`src/shared/sclkg_pkg.sv`:
```
/*
 * Constants, register map and carrier types of the sleep clock gating unit.
 * Assumes a single system clock and an 8-bit register port behind the CPU.
 */
// Notes on behaviour
// RULE1: Sleep starts on the sleep instruction only with sleep enable set.
// RULE2: Mode 010 is power-down: all generated clocks and the oscillator stop.
// RULE3: Mode 110 with a crystal is standby: power-down with oscillator on.
// RULE4: A wake-up from standby resumes operation six clock cycles later.
// RULE5: Mode 111 with a crystal is extended standby, identical to standby.
// RULE6: Core and flash clocks stop in sleep; other clocks depend on mode.
// RULE7: Deep modes wake only on external, pin change, match, watchdog, USB.
// RULE8: Bus supply change and bus wake interrupts wake from every sleep mode.
// RULE9: A set stop bit halts a peripheral clock and blocks register access.
// RULE10: A cleared stop bit restarts the clock; the state is kept.
// RULE11: Peripheral stop bits matter only in active and idle operation; here the converter stop bit also acts in ADC quiet.
// RULE12: Stop register 0 bit 7 halts the two-wire clock.
// RULE13: Stop register 0 bit 6 halts timer two only in synchronous mode.
// RULE14: Stop register 0 bits 5 and 3 halt timers zero and one.
// RULE15: Stop register 0 bit 2 halts the serial peripheral clock.
// RULE16: Stop register 0 bit 0 halts the converter; comparator loses its mux.
// RULE17: Reserved stop register bits always read as zero.
// RULE18: Stop register 1 bit 7 halts the USB controller clock.
// RULE19: Stop register 1 bits 4 and 3 halt timers four and three.
// RULE20: Stop register 1 bit 0 halts serial port one.
// RULE21: Converter stays on in sleep; after off and on, next is extended.
// RULE22: Both stop registers reset to zero so every peripheral clock runs.
package sclkg_pkg;

  // ****************************************************************
  // Register port and map
  // ****************************************************************
  localparam int          ADDR_W          = 4;
  localparam int          DATA_W          = 8;
  localparam logic [3:0]  OFS_SLEEP_CTRL  = 4'h0;
  localparam logic [3:0]  OFS_STOP0       = 4'h1;
  localparam logic [3:0]  OFS_STOP1       = 4'h2;
  localparam logic [3:0]  OFS_STATUS      = 4'h3;
  localparam logic [7:0]  STOP0_RESET     = 8'h00;
  localparam logic [7:0]  STOP1_RESET     = 8'h00;
  localparam logic [7:0]  STOP0_WR_MASK   = 8'hED;
  localparam logic [7:0]  STOP1_WR_MASK   = 8'h99;
  localparam logic [7:0]  CTRL_WR_MASK    = 8'h0F;
  localparam logic [7:0]  ZERO_BYTE       = 8'h00;

  // Field positions.
  localparam int          SE_BIT          = 0;
  localparam int          MODE_LSB        = 1;
  localparam int          MODE_W          = 3;
  localparam int          ST_SLEEPING     = 0;
  localparam int          ST_MODE_LSB     = 1;
  localparam int          ST_WAKING       = 4;
  localparam int          ST_ADC_EXT      = 5;
  localparam int          ST_CRYSTAL      = 6;
  localparam int          B0_TWI          = 7;
  localparam int          B0_TIM2         = 6;
  localparam int          B0_TIM0         = 5;
  localparam int          B0_RES4         = 4;
  localparam int          B0_TIM1         = 3;
  localparam int          B0_SPI          = 2;
  localparam int          B0_RES1         = 1;
  localparam int          B0_ADC          = 0;
  localparam int          B1_USB          = 7;
  localparam int          B1_TIM4         = 4;
  localparam int          B1_TIM3         = 3;
  localparam int          B1_USART1       = 0;

  // Sleep mode codes.
  localparam logic [2:0]  MODE_IDLE       = 3'h0;
  localparam logic [2:0]  MODE_ADC_QUIET  = 3'h1;
  localparam logic [2:0]  MODE_PWR_DOWN   = 3'h2;
  localparam logic [2:0]  MODE_PWR_SAVE   = 3'h3;
  localparam logic [2:0]  MODE_STANDBY    = 3'h6;
  localparam logic [2:0]  MODE_EXT_STBY   = 3'h7;

  // Wake-up delays in clock cycles.
  localparam int          STANDBY_WAKE_CYC = 6;
  localparam int          QUICK_WAKE_CYC   = 1;
  localparam int          PD_WAKE_CYC_DEF  = 16;
  localparam int          WAKE_CNT_W       = 8;

  // Peripheral indices of the gate array.
  localparam int          P_TWI = 0;
  localparam int          P_TIM2 = 1;
  localparam int          P_TIM0 = 2;
  localparam int          P_TIM1 = 3;
  localparam int          P_SPI = 4;
  localparam int          P_ADC = 5;
  localparam int          P_USB = 6;
  localparam int          P_TIM4 = 7;
  localparam int          P_TIM3 = 8;
  localparam int          P_USART1 = 9;
  localparam int          PERIPH_N = 10;

  // ****************************************************************
  // Carrier types
  // ****************************************************************
  typedef struct packed {
    logic [ADDR_W-1:0] addr;
    logic [DATA_W-1:0] wdata;
    logic              wr;
    logic              rd;
  } sclkg_bus_t;

  typedef struct packed {
    logic core_clock;
    logic program_memory_clock;
    logic peripheral_io_clock;
    logic converter_clock;
    logic main_osc;
  } sclkg_domains_t;

  typedef struct packed {
    logic [3:0] ext_irq_low_group;
    logic       ext_irq_high_level;
    logic       ext_irq_high_edge;
    logic       pin_change;
    logic       two_wire_addr_match;
    logic       watchdog_irq;
    logic       bus_supply_change_irq;
    logic       bus_wake_irq;
    logic       adc_done;
    logic       spm_ready;
    logic       two_wire_irq;
    logic       usb_sync_irq;
    logic       other_io_irq;
  } sclkg_wake_t;

endpackage

```
`src/sclkg_periph_gate.sv`:
```
/*
 * One peripheral clock gate: a registered run enable and access grant.
 * Assumes domain_run and stop are synchronous to clk.
 */
`timescale 1ns/10ps
module sclkg_periph_gate (
  input  wire logic clk,
  input  wire logic rst_b,
  input  wire logic clk_en,
  input  wire logic domain_run,
  input  wire logic stop,
  output logic      run,
  output logic      access_ok
);

  // ****************************************************************
  // Gate flops
  // ****************************************************************
  // The peripheral runs only while its domain runs and it is not stopped.
  // Its own flops are untouched, so a restart resumes where it halted.
  always_ff @(posedge clk or negedge rst_b) begin
    if (!rst_b) begin
      run <= 1'b1;
    end else if (clk_en) begin
      run <= domain_run & ~stop; // RULE9 RULE10
    end
  end

  // Register access is refused while the peripheral is stopped.
  always_ff @(posedge clk or negedge rst_b) begin
    if (!rst_b) begin
      access_ok <= 1'b1;
    end else if (clk_en) begin
      access_ok <= ~stop; // RULE9
    end
  end

endmodule

```
`src/sclkg_unit.sv`:
```
/*
 * Sleep clock gating unit: sleep state machine, clock domain enables,
 * wake-up filtering and the two peripheral clock stop registers.
 * Assumes all inputs synchronous to clk and a CPU driving the register port.
 */
// Our own choices: the strobed register port and the placing of the registers.
`timescale 1ns/10ps
module sclkg_unit #(
  parameter int PD_WAKE_CYC = sclkg_pkg::PD_WAKE_CYC_DEF
) (
  input  wire logic                             clk,
  input  wire logic                             rst_b,
  input  wire logic                             clk_en,
  input  wire sclkg_pkg::sclkg_bus_t            bus,
  output logic [sclkg_pkg::DATA_W-1:0]          rdata,
  input  wire logic                             sleep_instr,
  input  wire logic                             crystal_option,
  input  wire logic                             timer_two_async_select,
  input  wire logic                             adc_enable,
  input  wire logic                             adc_conv_start,
  input  wire sclkg_pkg::sclkg_wake_t           wake,
  output sclkg_pkg::sclkg_domains_t             domains,
  output logic [sclkg_pkg::PERIPH_N-1:0]        periph_run,
  output logic [sclkg_pkg::PERIPH_N-1:0]        periph_access_ok,
  output logic                                  cpu_sleeping,
  output logic                                  wake_done,
  output logic                                  adc_extended_next,
  output logic                                  comparator_mux_ok
);
  import sclkg_pkg::*;

  typedef enum logic [1:0] {S_ACTIVE, S_SLEEP, S_WAKE} sclkg_state_t;

  localparam logic [WAKE_CNT_W-1:0] SB_LOAD =
    WAKE_CNT_W'(STANDBY_WAKE_CYC - 1);
  localparam logic [WAKE_CNT_W-1:0] PD_LOAD =
    WAKE_CNT_W'(PD_WAKE_CYC - 1);
  localparam logic [WAKE_CNT_W-1:0] CNT_ONE = WAKE_CNT_W'(1);

  sclkg_state_t          state_reg;
  sclkg_state_t          state_next;
  logic [7:0]            ctrl_reg;
  logic [7:0]            stop0_reg;
  logic [7:0]            stop1_reg;
  logic [WAKE_CNT_W-1:0] cnt_reg;
  logic [2:0]            mode_reg;
  logic [2:0]            mode_eff;
  logic                  adc_en_q_reg;
  logic [2:0]            mode_sel;
  logic                  mode_legal;
  logic                  sleep_go;
  logic                  deep_mode;
  logic                  standby_mode;
  logic                  deep_src;
  logic                  quiet_src;
  logic                  idle_src;
  logic                  wake_hit;
  logic                  quick_mode;
  logic                  adc_ext_set;
  logic [7:0]            status;
  sclkg_domains_t        dom_next;
  logic [PERIPH_N-1:0]   gate_stop;
  logic [PERIPH_N-1:0]   gate_domain;

  // ****************************************************************
  // Register port
  // ****************************************************************
  assign mode_sel = ctrl_reg[MODE_LSB +: MODE_W];

  // Software writes land in one cycle; reserved bits are never stored.
  always_ff @(posedge clk or negedge rst_b) begin
    if (!rst_b) begin
      ctrl_reg  <= ZERO_BYTE;
      stop0_reg <= STOP0_RESET; // RULE22
      stop1_reg <= STOP1_RESET; // RULE22
    end else if (clk_en && bus.wr) begin
      unique case (bus.addr)
        OFS_SLEEP_CTRL: ctrl_reg  <= bus.wdata & CTRL_WR_MASK;
        OFS_STOP0:      stop0_reg <= bus.wdata & STOP0_WR_MASK; // RULE17
        OFS_STOP1:      stop1_reg <= bus.wdata & STOP1_WR_MASK; // RULE17
        default:        ctrl_reg  <= ctrl_reg;
      endcase
    end
  end

  // Status shows the block's own state for software.
  always_comb begin
    status = ZERO_BYTE;
    status[ST_SLEEPING] = (state_reg == S_SLEEP);
    status[ST_MODE_LSB +: MODE_W] = mode_reg;
    status[ST_WAKING] = (state_reg == S_WAKE);
    status[ST_ADC_EXT] = adc_extended_next;
    status[ST_CRYSTAL] = crystal_option;
  end

  // Read data stand in the cycle after the strobe only; unmapped reads 0.
  always_ff @(posedge clk or negedge rst_b) begin
    if (!rst_b) begin
      rdata <= ZERO_BYTE;
    end else if (clk_en) begin
      rdata <= ZERO_BYTE;
      if (bus.rd) begin
        unique case (bus.addr)
          OFS_SLEEP_CTRL: rdata <= ctrl_reg;
          OFS_STOP0:      rdata <= stop0_reg; // RULE17
          OFS_STOP1:      rdata <= stop1_reg; // RULE17
          OFS_STATUS:     rdata <= status;
          default:        rdata <= ZERO_BYTE;
        endcase
      end
    end
  end

  // ****************************************************************
  // Sleep state machine
  // ****************************************************************
  // Reserved codes 100 and 101 are refused, so the CPU keeps running.
  assign mode_legal = (mode_sel[2:1] != 2'b10);
  assign sleep_go = sleep_instr & ctrl_reg[SE_BIT] & mode_legal; // RULE1

  // At entry the latched mode still holds the previous sleep, so the
  // fresh field steers the first sleeping cycle's domains.
  assign mode_eff = (state_reg == S_ACTIVE) ? mode_sel : mode_reg;

  // Standby needs a crystal; without one the oscillator is not kept.
  assign standby_mode = crystal_option &&
    (mode_eff == MODE_STANDBY || mode_eff == MODE_EXT_STBY); // RULE3 RULE5
  assign deep_mode = (mode_reg != MODE_IDLE) && (mode_reg != MODE_ADC_QUIET);
  assign quick_mode = !deep_mode;

  // Wake filters widen from the deep modes up to idle.
  assign deep_src = (|wake.ext_irq_low_group) | wake.ext_irq_high_level |
    wake.pin_change | wake.two_wire_addr_match | wake.watchdog_irq |
    wake.bus_supply_change_irq | wake.bus_wake_irq; // RULE7 RULE8
  assign quiet_src = deep_src | wake.adc_done | wake.spm_ready |
    wake.two_wire_irq | wake.usb_sync_irq;
  assign idle_src = quiet_src | wake.ext_irq_high_edge | wake.other_io_irq;

  always_comb begin
    unique case (mode_reg)
      MODE_IDLE:      wake_hit = idle_src;
      MODE_ADC_QUIET: wake_hit = quiet_src;
      default:        wake_hit = deep_src; // RULE7
    endcase
  end

  always_comb begin
    state_next = state_reg;
    unique case (state_reg)
      S_ACTIVE: if (sleep_go) state_next = S_SLEEP; // RULE1
      S_SLEEP: begin
        if (wake_hit) begin
          state_next = quick_mode ? S_ACTIVE : S_WAKE;
        end
      end
      S_WAKE: if (cnt_reg == CNT_ONE) state_next = S_ACTIVE; // RULE4
      default: state_next = S_ACTIVE;
    endcase
  end

  always_ff @(posedge clk or negedge rst_b) begin
    if (!rst_b) begin
      state_reg <= S_ACTIVE;
    end else if (clk_en) begin
      state_reg <= state_next;
    end
  end

  // Mode is latched at entry so a later write cannot reshape the sleep.
  always_ff @(posedge clk or negedge rst_b) begin
    if (!rst_b) begin
      mode_reg <= MODE_IDLE;
    end else if (clk_en && state_reg == S_ACTIVE && sleep_go) begin
      mode_reg <= mode_sel;
    end
  end

  // Restart delay: six cycles in standby, the start-up count in the other deep modes.
  always_ff @(posedge clk or negedge rst_b) begin
    if (!rst_b) begin
      cnt_reg <= '0;
    end else if (clk_en) begin
      if (state_reg == S_SLEEP && wake_hit) begin
        cnt_reg <= standby_mode ? SB_LOAD : PD_LOAD; // RULE4
      end else if (state_reg == S_WAKE) begin
        cnt_reg <= cnt_reg - CNT_ONE;
      end
    end
  end

  // ****************************************************************
  // Clock domain enables
  // ****************************************************************
  always_comb begin
    dom_next = '0;
    unique case (state_next)
      S_ACTIVE: dom_next = '1;
      S_WAKE:   dom_next.main_osc = 1'b1;
      S_SLEEP: begin
        // Core and flash clocks stay off in every sleep mode.
        if (mode_eff == MODE_IDLE) begin
          dom_next.peripheral_io_clock = 1'b1; // RULE6
          dom_next.converter_clock = 1'b1;
          dom_next.main_osc = 1'b1;
        end else if (mode_eff == MODE_ADC_QUIET) begin
          dom_next.converter_clock = 1'b1; // RULE6
          dom_next.main_osc = 1'b1;
        end else begin
          dom_next.main_osc = standby_mode; // RULE2 RULE3 RULE5
        end
      end
      default: dom_next = '1;
    endcase
  end

  always_ff @(posedge clk or negedge rst_b) begin
    if (!rst_b) begin
      domains <= '1;
    end else if (clk_en) begin
      domains <= dom_next;
    end
  end

  // A pulse marks the return to active operation.
  always_ff @(posedge clk or negedge rst_b) begin
    if (!rst_b) begin
      wake_done    <= 1'b0;
      cpu_sleeping <= 1'b0;
    end else if (clk_en) begin
      wake_done    <= (state_reg != S_ACTIVE) && (state_next == S_ACTIVE);
      cpu_sleeping <= (state_next != S_ACTIVE);
    end
  end

  // ****************************************************************
  // Peripheral clock stops
  // ****************************************************************
  // Gating rides on the domain enable, so stop bits only add anything
  // while their domain runs: active and idle, plus ADC quiet for the converter.
  always_comb begin
    gate_stop = '0;
    gate_stop[P_TWI]  = stop0_reg[B0_TWI]; // RULE12
    gate_stop[P_TIM2] = stop0_reg[B0_TIM2] &
      ~timer_two_async_select; // RULE13
    gate_stop[P_TIM0] = stop0_reg[B0_TIM0]; // RULE14
    gate_stop[P_TIM1] = stop0_reg[B0_TIM1]; // RULE14
    gate_stop[P_SPI]  = stop0_reg[B0_SPI]; // RULE15
    gate_stop[P_ADC]  = stop0_reg[B0_ADC]; // RULE16
    gate_stop[P_USB]  = stop1_reg[B1_USB]; // RULE18
    gate_stop[P_TIM4] = stop1_reg[B1_TIM4]; // RULE19
    gate_stop[P_TIM3] = stop1_reg[B1_TIM3]; // RULE19
    gate_stop[P_USART1] = stop1_reg[B1_USART1]; // RULE20
    gate_domain = {PERIPH_N{dom_next.peripheral_io_clock}}; // RULE11
    gate_domain[P_ADC] = dom_next.converter_clock;
    // An asynchronous timer two runs from its own clock.
    gate_domain[P_TIM2] = dom_next.peripheral_io_clock |
      timer_two_async_select;
  end

  genvar gi;
  generate
    for (gi = 0; gi < PERIPH_N; gi++) begin : g_gate
      sclkg_periph_gate u_gate (
        .clk        (clk),
        .rst_b      (rst_b),
        .clk_en     (clk_en),
        .domain_run (gate_domain[gi]),
        .stop       (gate_stop[gi]),
        .run        (periph_run[gi]),
        .access_ok  (periph_access_ok[gi])
      );
    end
  endgenerate

  // The comparator loses the converter multiplexer while it is stopped.
  assign comparator_mux_ok = ~stop0_reg[B0_ADC]; // RULE16

  // ****************************************************************
  // Converter restart tracking
  // ****************************************************************
  // Sleep does not touch the enable; a fresh switch-on forces one long
  // conversion. The set beats a coincident conversion start.
  assign adc_ext_set = adc_enable & ~adc_en_q_reg;

  always_ff @(posedge clk or negedge rst_b) begin
    if (!rst_b) begin
      adc_en_q_reg      <= 1'b0;
      adc_extended_next <= 1'b1;
    end else if (clk_en) begin
      adc_en_q_reg <= adc_enable;
      if (adc_ext_set) begin
        adc_extended_next <= 1'b1; // RULE21
      end else if (adc_conv_start) begin
        adc_extended_next <= 1'b0;
      end
    end
  end
endmodule

```
`config.mk`:
```
export PLATFORM = sky130hd
export DESIGN_NAME = sclkg_unit
export DESIGN_NICKNAME = d
export VERILOG_FILES = /design/src/shared/sclkg_pkg.sv /design/src/sclkg_periph_gate.sv /design/src/sclkg_unit.sv
export SDC_FILE = /design/constraint.sdc
export NUM_CORES = 1
export LEC_CHECK = 0
export ABC_AREA = 1
export BUFFER_PORTS_ARGS = -buffer_cell sky130_fd_sc_hd__buf_2
export CAP_MARGIN = 30
export CORE_MARGIN = 5
export CORE_UTILIZATION = 53
export DETAILED_ROUTE_END_ITERATION = 8
export PLACE_DENSITY = 0.78
export RECOVER_POWER = 100
export SLEW_MARGIN = 25
export SYNTH_ARGS = -nofsm -noshare
export SYNTH_HDL_FRONTEND = slang
export SYNTH_HIERARCHICAL = 1
export SYNTH_SLANG_ARGS = --single-unit
```
`constraint.sdc`:
```
create_clock -name clk -period 2.3 [get_ports clk]
set_input_delay 0.46 -clock clk [delete_from_list [all_inputs] [get_ports clk]]
set_output_delay 0.46 -clock clk [all_outputs]
set_load 0.1 [all_outputs]
```
## Yosys cells after proc, flatten, opt, wreduce, memory -nomap -nowiden

Index checks and enable logic that the tools add are counted.

- Register bits: 64
- Output and inout port bits: 37
- Word-level logic and storage cells: 136

- Add/subtract/negate cells: 1
- Equality and inequality tests: 14
- Mux-type cells: 21
- Bitwise operators: 39
- Reductions and logical operators: 25

Operator list:

| cell | count |
|---|---|
| $pmux 8 s4 | 1 |
| $mux 8 | 3 |
| $and 1x1->1 | 14 |
| $or 1x1->1 | 13 |
| $mux 2 | 6 |
| $not 1->1 | 12 |
| $reduce_and 2->1 | 5 |
| $eq 4x2->1 const B | 2 |
| $eq 8x1->1 const B | 1 |
| $reduce_bool 2->1 | 4 |
| $sub 8x1->8 const B | 1 |
| $logic_and 1x1->1 | 7 |
| $eq 3x1->1 const B | 2 |
| $eq 3x3->1 const B | 2 |
| $logic_not 3->1 | 2 |
| $mux 1 | 6 |
| $pmux 2 s3 | 1 |
| $eq 2x1->1 const B | 2 |
| $eq 2x2->1 const B | 2 |
| $eq 4x1->1 const B | 1 |
| $logic_not 2->1 | 2 |
| $logic_not 4->1 | 1 |
| $mux 4 | 1 |
| $pmux 2 s2 | 1 |
| 8 further kinds | 8 |

## Longest topological paths before layout

Gate-level depths: netlist of the first run.

- Word-level depth: 20
- Gate-level depth with buffers: 18
- Mapped depth without buffers: 18

## Cells and area by module

The synthesis of the first run kept the hierarchy.

Modules (own cells, without submodules):

| module | instances | cells an instance | area each (um2) |
|---|---|---|---|
| sclkg_unit | 1 | 293 | 2285.9 |
| sclkg_periph_gate | 10 | 9 | 81.3 |

## Worst setup path before layout of the first run

Ideal clock, no wire load.

- Path type: input -> register
- Start: input wake[3] in the netlist's numbering
- End: register g_gate[1].u_gate.run
- Setup time: 61 ps
- Arrival: 2103 ps
- Data required time: 2239 ps
- Slack: 136 ps
- Stages on the path: 17
- Path buffers: 0
- Path through: inv_1 -> nand2_1 -> nor2_1 -> nand2_1 -> nand2_1 -> nand2_1 -> o21ai_1 -> inv_1 -> ha_1 -> nor2_1 -> inv_2 -> o21ai_0 -> a21oi_1 -> a21oi_2 -> or2_1 -> nand3_1 -> nand2_1

RTL lines:

| what | RTL line | RTL |
|---|---|---|
| start, declared | sclkg_unit.sv:21 | `input wire sclkg_pkg::sclkg_wake_t wake,` |
| end signal, assigned | sclkg_periph_gate.sv:25 | `run <= domain_run & ~stop;` |
| end, declared | sclkg_periph_gate.sv:12 | `output logic run,` |

==> summary.txt, run 1 <==
Outcome
  – Outcome: finished, violations left
  – Failing checks: capacitance limit, slew limit

Synth
  – #FFs+latches synth: 63
  – Synth area leader: dfrtp_1
  – Syn Area/Cell: roughly 8 um^2
  – EDFF count, synth: 0
  – Main synth FF type: dfrtp_1
  – Syn Nets: 426
  – Synth async-reset ratio: 100%
  – Post-synthesis sequential area ratio: 51.9%
  – Synth Warn #: 6
  – Netlist cell types: 31
  – Post-synth top area share: between 30 and 40%
  – Top cells by area, synth: dfrtp_1, dfstp_2, nand2_1
  – Mapped Area: 3100 um^2
  – Post-Synthesis Cells: 383

STA
  – Endpoints failing setup: 0
  – Setup_tns: 0 ns
  – Max Clock Skew: between 0.007 and 0.008 ns
  – Hold Vio Cnt, Final: 0
  – Final min period: 2.12 ns
  – Final slew viol count: 64
  – Period Utilization, post-route: ~92%
  – Slew Limit Headroom: -1.54%
  – Max frequency: between 400 and 500 MHz
  – Slew at the pin closest to its max-slew limit: 1.52 ns

Die
  – Row count: 27
  – Die W: just under 90 um
  – Die Ht: 86.5 um
  – Core ar.: 5610 um^2
  – I/O pins: 75
  – Die area: 7480 um^2
  – Initial core utilization: between 50% and 60%

Cells and area
  – Top flop regs: g_gate.u_gate/access_ok (10), g_gate.u_gate/run (10)
  – Fin nets: 523
  – # diodes: 0
  – Fraction of layout instances using a drive strength above 1: around 27%
  – Area delta synth->final: 23.3%

Detailed routing
  – # DRC: 0
  – WL/cell: about 14 um
  – Post-route ant nets: 0
  – Vias after detailed routing: 2806
  – DRT Pass-1 Iters: 4
  – Vias per inst: 5.04
  – Post-Route WL: around 7600 um
  – Iteration-0 DRC Markers: 180

Power and ir drop
  – Sequential share of power: 37.1%
  – Clk pwr share: 21.6%
  – Final Power: 4.32 mW
  – Combinational Power Share: 41.3%
  – Sw frac: 44.8%
  – Peak supply drop: around 0.65 mV
  – Design internal power: 2.38 mW
  – Cell Pwr Density: 1130 nW/um^2
  – Net switching power: 1.93 mW
  – LEAKAGE: 2.05 nW

Critical path
  – Critical path data arrival time: 2.40 ns
  – Worst endpoint required time: 2.58 ns
  – Startpoint Class: register
  – CP Class: reg -> reg
  – Nature of the critical path endpoint: register
  – Max FO, Critical Path: 7
  – R2R depth: 14

Place
  – GPL Wtd Cong: roughly 0.84
  – Dpl hpwl: 5630 um
  – # port buffers: 74

Global routing
  – Vias in the first global route: 2840
  – Largest net degree at the start of global routing: 64
  – Antenna violations before repair: 0
  – Global-route wire length before repair: 12900 um
  – Overall routing resource usage: 21.9%
  – Grt total ovfl: 0

Clock network
  – H-Tree Depth: 3
  – CTS buffer count: 9
  – TritonCTS clock tree: done
  – Clock Latency Late Sink: 0.34 ns
  – Sink Count: 63
  – CTS hold repair buffers: 0
  – Clock Path Buffers: 2
  – CTS clock-pin slew for the worst setup and hold paths: 0.07 ns
  – CTS root buf: clkbuf_8

Min path
  – Worst hold path depth: 2
  – Worst min path class: in -> reg

Run
  – Max cap viols: 1
-- synth_stat cells, drive strengths merged, types with 4 or more instances --
| library cell | instances |
|---|---|
| nand2 | 132 |
| inv | 54 |
| dfrtp | 38 |
| o21ai | 34 |
| nand3 | 29 |
| nor2 | 27 |
| dfstp | 25 |
| a21oi | 6 |
| nand4 | 6 |
| a22o | 5 |
| buf | 5 |
| ha | 5 |
| xor2 | 4 |
-- power by group through the flow --
stage                     Sequential, mW  Clock [mW]  Combinational [mW]
after CTS                           1.59       0.956                1.75
after detailed placement            1.61           0                1.74
after global routing                1.64        1.01                1.92
final                               1.60       0.935                1.78
after global placement              1.60           0                1.70
after floorplan                     2.32           0               0.665
-- metrics by stage --
| step | instance area [um^2] | utilization [%] | setup slack, ns | cells | hold slack, ns |
|---|---|---|---|---|---|
| after floorplan | 3100 | - | 0.136 | 383 | 0.164 |
| after global placement | 3650 | 65.1 | 0.0490 | 538 | 0.410 |
| after detailed placement | 3650 | 65.1 | -0.0478 | 538 | 0.422 |
| after CTS | 3840 | 68.5 | 0.0477 | 554 | 0.135 |
| after global routing | 3820 | 68.1 | -0.00180 | 557 | 0.349 |
| final | 3820 | 68.1 | 0.179 | 557 | 0.348 |
-- cell type report --
| cell class | count | area, um^2 |
|---|---|---|
| clock buffers | 12 | 145 |
| clock inverters | 4 | 45.0 |
| fillers | 493 | 1790 |
| inverters | 55 | 206 |
| multi-input cells | 260 | 1250 |
| flip-flops and latches | 63 | 1610 |
| well taps | 72 | 90.1 |
| repair buffers | 91 | 474 |
-- path summary, 6_finish.rpt --
path	from	endpoint	slack [ns]
min in group asynchronous	rst_b	rdata[3]	0.58
max in group asynchronous	rst_b	state_reg[1]	0.70
worst min-delay path	bus[6]	stop1_reg[4]	0.35
worst min register to register	adc_en_q_reg	adc_extended_next	0.43
worst max register to register	state_reg[0]	g_gate[4].u_gate/run	0.18
worst max-delay path	state_reg[0]	g_gate[4].u_gate/run	0.18
-- placed cells by master, fill, tap and decap left out, drive strengths merged --
cell     instances
xnor2            1
nand3           29
nor3             2
dfrtp           38
clkbuf          54
o21ai           34
bufinv           1
nand4            6
a31oi            2
mux2             2
o21a             1
dfstp           25
nor2            27
or2              1
a21oi            6
inv             54
o2111ai          1
clkinv           4
xor2             4
a22o             5
nand2          132
nand3b           2
ha               5
buf             49
-- repair_timing --
action                                  CTS  global route
resized for setup                         0             9
buffers inserted                          0             3
hold endpoints to repair                  0             0
endpoints found under the setup margin    0             8
-- worst max-delay path, stage by stage (launching register included) --
cell	delay, ns
dfrtp_1	0.43
inv_1	0.09
nor2_2	0.15
inv_1	0.07
o21ai_2	0.16
inv_1	0.09
ha_1	0.21
nor2_2	0.12
inv_2	0.06
o21ai_0	0.08
a21oi_1	0.08
a21oi_2	0.20
buf_6	0.16
nand3_1	0.08
nand2_1	0.08
-- kinds of logic (layout without fill, tap and decap cells) --
kind of cell / after synthesis / in the layout / share of synthesized area (%)
buffers and inverters: 60 / 162 / 7.55
DFF: 63 / 63 / 51.9
adders and majority gates: 5 / 5 / 2.02
xor gates and xnor gates: 5 / 5 / 1.41
muxes: 2 / 2 / 0.727
AOI/OAI and AO/OA: 49 / 49 / 8.92
and+or+nand+nor: 199 / 199 / 27.5
-- layer usage --
metal	wire length [um]	global-route usage, %	part of all wire (%)	vias to the layer above
met5	0	0	0	-
met4	34	6.52	0.45	0
met3	443	4.56	5.8	4
met2	3840	37.6	51	81
met1	3280	27.8	43	1318
li1	-	-	-	1403
Power figures use the tool's default switching activity.
==> run 2, diff against run 1 <==
--- a/config.mk
+++ b/config.mk
@@ -13,6 +13,7 @@
 export DETAILED_ROUTE_END_ITERATION = 8
 export PLACE_DENSITY = 0.78
 export RECOVER_POWER = 100
+export REMOVE_ABC_BUFFERS = 1
 export SLEW_MARGIN = 25
 export SYNTH_ARGS = -nofsm -noshare
 export SYNTH_HDL_FRONTEND = slang
==> summary.txt, run 2 (synthesis results as in run 1) <==
STA
  – Final slew viol count: 0
  – Period Utilization, post-route: 94.1%
  – Post-route setup slack: about 0.14 ns
  – Hold Vio Cnt, Final: 0
  – Max frequency: 462 MHz
  – Setup_tns: 0 ns
  – Slew at the pin closest to its max-slew limit: 1.19 ns
  – Endpoints failing setup: 0
  – Slew Limit Headroom: a little over a fifth
  – Final min period: 2.16 ns
  – Max Clock Skew: 0.0101 ns

Clock network
  – Sink Count: between 60 and 70
  – CTS root buf: clkbuf_8
  – CTS buffer count: 9
  – Clock Latency Late Sink: 0.35 ns
  – TritonCTS clock tree: done
  – CTS clock-pin slew for the worst setup and hold paths: 0.07 ns
  – Clock Path Buffers: 2
  – H-Tree Depth: 3
  – CTS hold repair buffers: 0

Detailed routing
  – WL/cell: 13.6 um
  – Iteration-0 DRC Markers: 151
  – Post-route ant nets: 0
  – Vias per inst: slightly above 5
  – Post-Route WL: 7590 um
  – DRT Pass-1 Iters: 4
  – Vias after detailed routing: between 2k and 3k
  – # DRC: 0

Place
  – Dpl hpwl: between 5000 and 6000 um
  – Place WS: -0.0591 ns
  – GPL Wtd Cong: 0.842
  – # port buffers: 74

Cells and area
  – Most frequent cells in the layout: nand2_1, inv_1, dfrtp_1
  – Top flop regs: g_gate.u_gate/access_ok (10), g_gate.u_gate/run (10)
  – Commonest non-fill, non-tap cell in the layout: nand2_1
  – Multi-input logic area: between 1000 and 1500 um^2
  – Final Core Density: 69.1%
  – FF+latch area: 1610 um^2
  – Fin nets: between 500 and 600
  – # fillers: 478
  – Area delta synth->final: 25.0%
  – Fraction of layout instances using a drive strength above 1: approximately 30%
  – # diodes: 0

Power and ir drop
  – Peak supply drop: 0.734 mV
  – LEAKAGE: 2.08 nW
  – Cell Pwr Density: between 1000 and 1500 nW/um^2

Critical path
  – CP endpoint: g_gate[1].u_gate/run
  – Max FO, Critical Path: 10
  – CP Class: reg -> reg
  – CP Launch Point: cnt_reg[2]
  – R2r endpoint: g_gate[1].u_gate/run
  – R2R depth: 17
  – Nature of the critical path endpoint: register
  – Worst reg2reg setup slack: 0.14 ns
  – Critical path data arrival time: about 2.4 ns
  – Critical R2R Launch: cnt_reg[2]
  – Startpoint Class: register
  – Worst endpoint required time: ~2.6 ns

Die
  – I/O pins: 75
  – Initial core utilization: a little under three fifths
  – Core ar.: 5610 um^2
  – Row count: 27
  – Die area: 7480 um^2
  – Die Ht: 86.5 um
  – Die W: 86.5 um

Global routing
  – Overall routing resource usage: 21.8%
  – Vias in the first global route: 2862
  – Grt total ovfl: 0
  – Largest net degree at the start of global routing: 43
  – Antenna violations before repair: 0
  – Global-route wire length before repair: 12800 um

Run
  – Max cap viols: 0

Min path
  – Worst min path class: in -> async

Outcome
  – Outcome: finished, final reports clean
==> run 2: timing repair <==
| item | CTS | global route |
|---|---|---|
| gates resized for setup | 0 | 13 |
| endpoints found under the setup margin | 0 | 7 |
| buffers inserted | 0 | 5 |
==> run 2: area by class of cell <==
class / count / area share (%)
sequential: 63 / 41.5
multi-input combinational: 260 / 32.6
timing repair buffer: 95 / 13.1
inverter: 55 / 5.33
clock buffer: 10 / 3.29
tap: 72 / 2.33
clock inverter: 4 / 1.87
==> run 2: per-layer routing <==
layer | up-vias | GRT usage [%] | share of wire, %
met5 | - | 0 | 0
met4 | 0 | 8.92 | 2.1
met3 | 15 | 5.42 | 7.7
met2 | 98 | 35.5 | 48
met1 | 1362 | 27.9 | 42
li1 | 1409 | - | -
==> run 2: power breakdown <==
| group | internal (mW) | total (mW) | leakage, nW | switching, mW |
|---|---|---|---|---|
| Combinational | 0.498 | 1.86 | 1.22 | 1.36 |
| Sequential | 1.41 | 1.60 | 0.755 | 0.194 |
| Clock | 0.596 | 1.02 | 0.0982 | 0.426 |
| Total | 2.50 | 4.49 | 2.08 | 1.98 |
==> run 2: how the worst min path moves through the flow <==
stage                       startpoint                 to  slack, ns  cells past startpoint
after floorplan                  rst_b       adc_en_q_reg       0.16                      0
after global placement    adc_en_q_reg  adc_extended_next       0.41                      1
after detailed placement  adc_en_q_reg  adc_extended_next       0.43                      1
after CTS                        rst_b       stop1_reg[3]       0.09                      1
after global routing            bus[7]       stop0_reg[5]       0.34                      2
final                            rst_b       stop1_reg[3]       0.32                      1
==> run 2: worst max-delay path, stage by stage, from the launching register on <==
cell and delay (ns):
dfrtp_1 0.41, inv_2 0.08, nand2_1 0.09, nor2_4 0.14, nand3_1 0.08, nand3_1 0.09, nand2_2 0.08, inv_1 0.08
ha_2 0.18, nor2_1 0.05, inv_2 0.06, o21ai_0 0.08, a21oi_1 0.15, a21oi_2 0.05, buf_6 0.14, or2_1 0.20
nand3_1 0.08, nand2_1 0.05
==> run 2: metrics by stage <==
stage	hold slack [ns]	cells	power, mW	instance area [um^2]
finish	0.322	559	4.49	3870
global route	0.343	559	4.74	3870
CTS	0.0928	554	4.39	3860
detailed placement	0.429	540	3.36	3660
global placement	0.410	540	3.31	3660
floorplan	0.164	378	2.98	3070
==> run 3, diff against run 2 <==
--- a/config.mk
+++ b/config.mk
@@ -13,7 +13,6 @@
 export DETAILED_ROUTE_END_ITERATION = 8
 export PLACE_DENSITY = 0.78
 export RECOVER_POWER = 100
-export REMOVE_ABC_BUFFERS = 1
 export SLEW_MARGIN = 25
 export SYNTH_ARGS = -nofsm -noshare
 export SYNTH_HDL_FRONTEND = slang
==> constraint.sdc (replaced) <==
create_clock -name clk -period 2.3 [get_ports clk]
set_input_delay 0.115 -clock clk [delete_from_list [all_inputs] [get_ports clk]]
set_output_delay 0.115 -clock clk [all_outputs]
set_load 0.1 [all_outputs]
==> summary.txt, run 3 (synthesis results as in run 1) <==
Outcome
  – Outcome: finished, final reports clean

Die
  – I/O pins: 75
  – Die W: between 80 and 90 um
  – Die area: 7480 um^2
  – Die Ht: 86.5 um
  – Initial core utilization: a little under three fifths
  – Row count: 27
  – Core ar.: between 5000 and 6000 um^2

Place
  – # placed instances: 533
  – GPL Wtd Cong: 0.915
  – # port buffers: 74
  – Dpl hpwl: 5720 um
  – Place WS: 0.0726 ns

Cells and area
  – # diodes: 0
  – Fraction of layout instances using a drive strength above 1: 30.6%
  – Fin nets: between 500 and 600
  – # fillers: 494
  – Top flop regs: g_gate.u_gate/access_ok (10), g_gate.u_gate/run (10)
  – Area delta synth->final: 24.6%
  – Most frequent cells in the layout: nand2_1, buf_2, inv_1
  – Final non-filler cell total: 553
  – Commonest non-fill, non-tap cell in the layout: nand2_1

STA
  – Final slew viol count: 0
  – Post-route setup slack: 0.203 ns
  – Final min period: 2.10 ns
  – Slew Limit Headroom: between 30% and 40%
  – Slew at the pin closest to its max-slew limit: 0.979 ns
  – Max Clock Skew: 0.00697 ns
  – Max frequency: between 400 and 500 MHz
  – Endpoints failing setup: 0
  – Unrepaired setup endpoints after global routing: yes
  – Hold Vio Cnt, Final: 0
  – Period Utilization, post-route: roughly nine tenths

Critical path
  – Cells along the critical path: inv_1, o21ai_0, nand2_1, nand2_1, nand2_2, nand3b_1, nand2_2, inv_1, ha_2, nor2_2, inv_2, o21ai_0, a21oi_1, a21oi_2, buf_4, nand3_1, nand2_1
  – Critical path data arrival time: 2.39 ns
  – Slowest CP cell: dfrtp_1
  – Max FO, Critical Path: 4
  – CP Class: reg -> reg
  – Worst reg2reg setup slack: between 0.2 and 0.25 ns
  – Critical R2R Launch: mode_reg[0]
  – R2r endpoint: g_gate[9].u_gate/run
  – Worst endpoint required time: about 2.6 ns
  – Worst path most repeated cell: nand2_1
  – Nature of the critical path endpoint: register
  – Critical Path Max Stage Delay: 0.38 ns
  – R2R depth: 17
  – Startpoint Class: register

Power and ir drop
  – Cell Pwr Density: 1140 nW/um^2
  – Peak supply drop: 0.588 mV
  – LEAKAGE: ~2.1 nW

Run
  – Max cap viols: 0

Clock network
  – H-Tree Depth: 3
  – Sink Count: 63
  – TritonCTS clock tree: done
  – CTS clock-pin slew for the worst setup and hold paths: 0.07 ns
  – CTS buffer count: 9
  – CTS root buf: clkbuf_8
  – Clock Latency Late Sink: 0.34 ns
  – Clock Path Buffers: 2

Detailed routing
  – # DRC: 0
  – WL/cell: around 14 um
  – DRT Pass-1 Iters: 4
  – Iteration-0 DRC Markers: 125
  – Vias per inst: 5.12
  – Vias after detailed routing: 2829
  – Post-Route WL: just under 8000 um
  – Post-route ant nets: 0

Global routing
  – Largest net degree at the start of global routing: 26
  – Grt total ovfl: 0
  – Overall routing resource usage: 21.7%
  – Antenna violations before repair: 0
  – Global-route wire length before repair: 12700 um
  – Vias in the first global route: between 2k and 3k

Min path
  – Min-delay src: adc_enable
  – Worst min path class: in -> reg
  – Worst Hold Path EP: adc_en_q_reg
  – Worst hold path depth: 3
## run 3: area by class of cell
cell class	instances	area, um^2	area share [%]
clock inverters	6	85.1	2.20
flip-flops and latches	63	1610	41.6
clock buffers	10	128	3.31
repair buffers	87	475	12.3
inverters	55	206	5.35
well taps	72	90.1	2.33
multi-input cells	260	1270	32.9
## run 3: critical path: cells and delay by family (launching register included)
family                   cells  cell delay (ns)
flip-flops                   1             0.38
AO/OA/AOI/OAI                4             0.40
adder cells (fa/ha/maj)      1             0.20
buffers and inverters        4             0.37
AND/OR/NAND/NOR              8             0.69
## run 3: timing repair
action                                  4_1_cts  5_1_grt
hold buffers                                  2        0
setup buffers                                 0        2
endpoints found under the hold margin         3        0
endpoints found under the setup margin        0        9
gates resized for setup                       0        9
## run 3: worst max path at each step
| stage | start | end | slack [ns] | cells past startpoint |
|---|---|---|---|---|
| 2_1_floorplan | state_reg[1] | g_gate[1].u_gate/run | 0.23 | 13 |
| 5_1_grt | mode_reg[0] | g_gate[9].u_gate/run | -0.07 | 17 |
| 4_1_cts | state_reg[1] | g_gate[0].u_gate/run | 0.05 | 13 |
| 6_report | mode_reg[0] | g_gate[9].u_gate/run | 0.20 | 17 |
| 3_3_place_gp | state_reg[1] | g_gate[0].u_gate/run | 0.16 | 13 |
| 3_5_place_dp | state_reg[1] | g_gate[0].u_gate/run | 0.07 | 13 |
## run 3: layer usage
layer | part of all wire [%] | global-route usage [%]
met5 | 0 | 0
met4 | 2.0 | 9.35
met3 | 6.0 | 3.42
met2 | 50 | 37.7
met1 | 42 | 26.5
## run 3: stage by stage
| step | power (mW) | hold slack (ns) | TNS, ns | util, % | area [um^2] |
|---|---|---|---|---|---|
| after floorplan | 2.99 | -0.181 | 0 | - | 3100 |
| after global placement | 3.29 | 0.0706 | 0 | 64.2 | 3600 |
| after detailed placement | 3.33 | 0.0679 | 0 | 64.2 | 3600 |
| after CTS | 4.39 | 0.00727 | 0 | 68.3 | 3830 |
| after global routing | 4.64 | 0.0123 | -0.356 | 68.9 | 3860 |
| final | 4.41 | 0.00768 | 0 | 68.9 | 3860 |
## run 3: power breakdown
group | leakage, nW | switching [mW] | total [mW] | internal [mW]
registers | 0.755 | 0.194 | 1.60 | 1.41
clock network | 0.102 | 0.442 | 1.05 | 0.606
logic | 1.22 | 1.33 | 1.76 | 0.429
total | 2.07 | 1.97 | 4.41 | 2.44
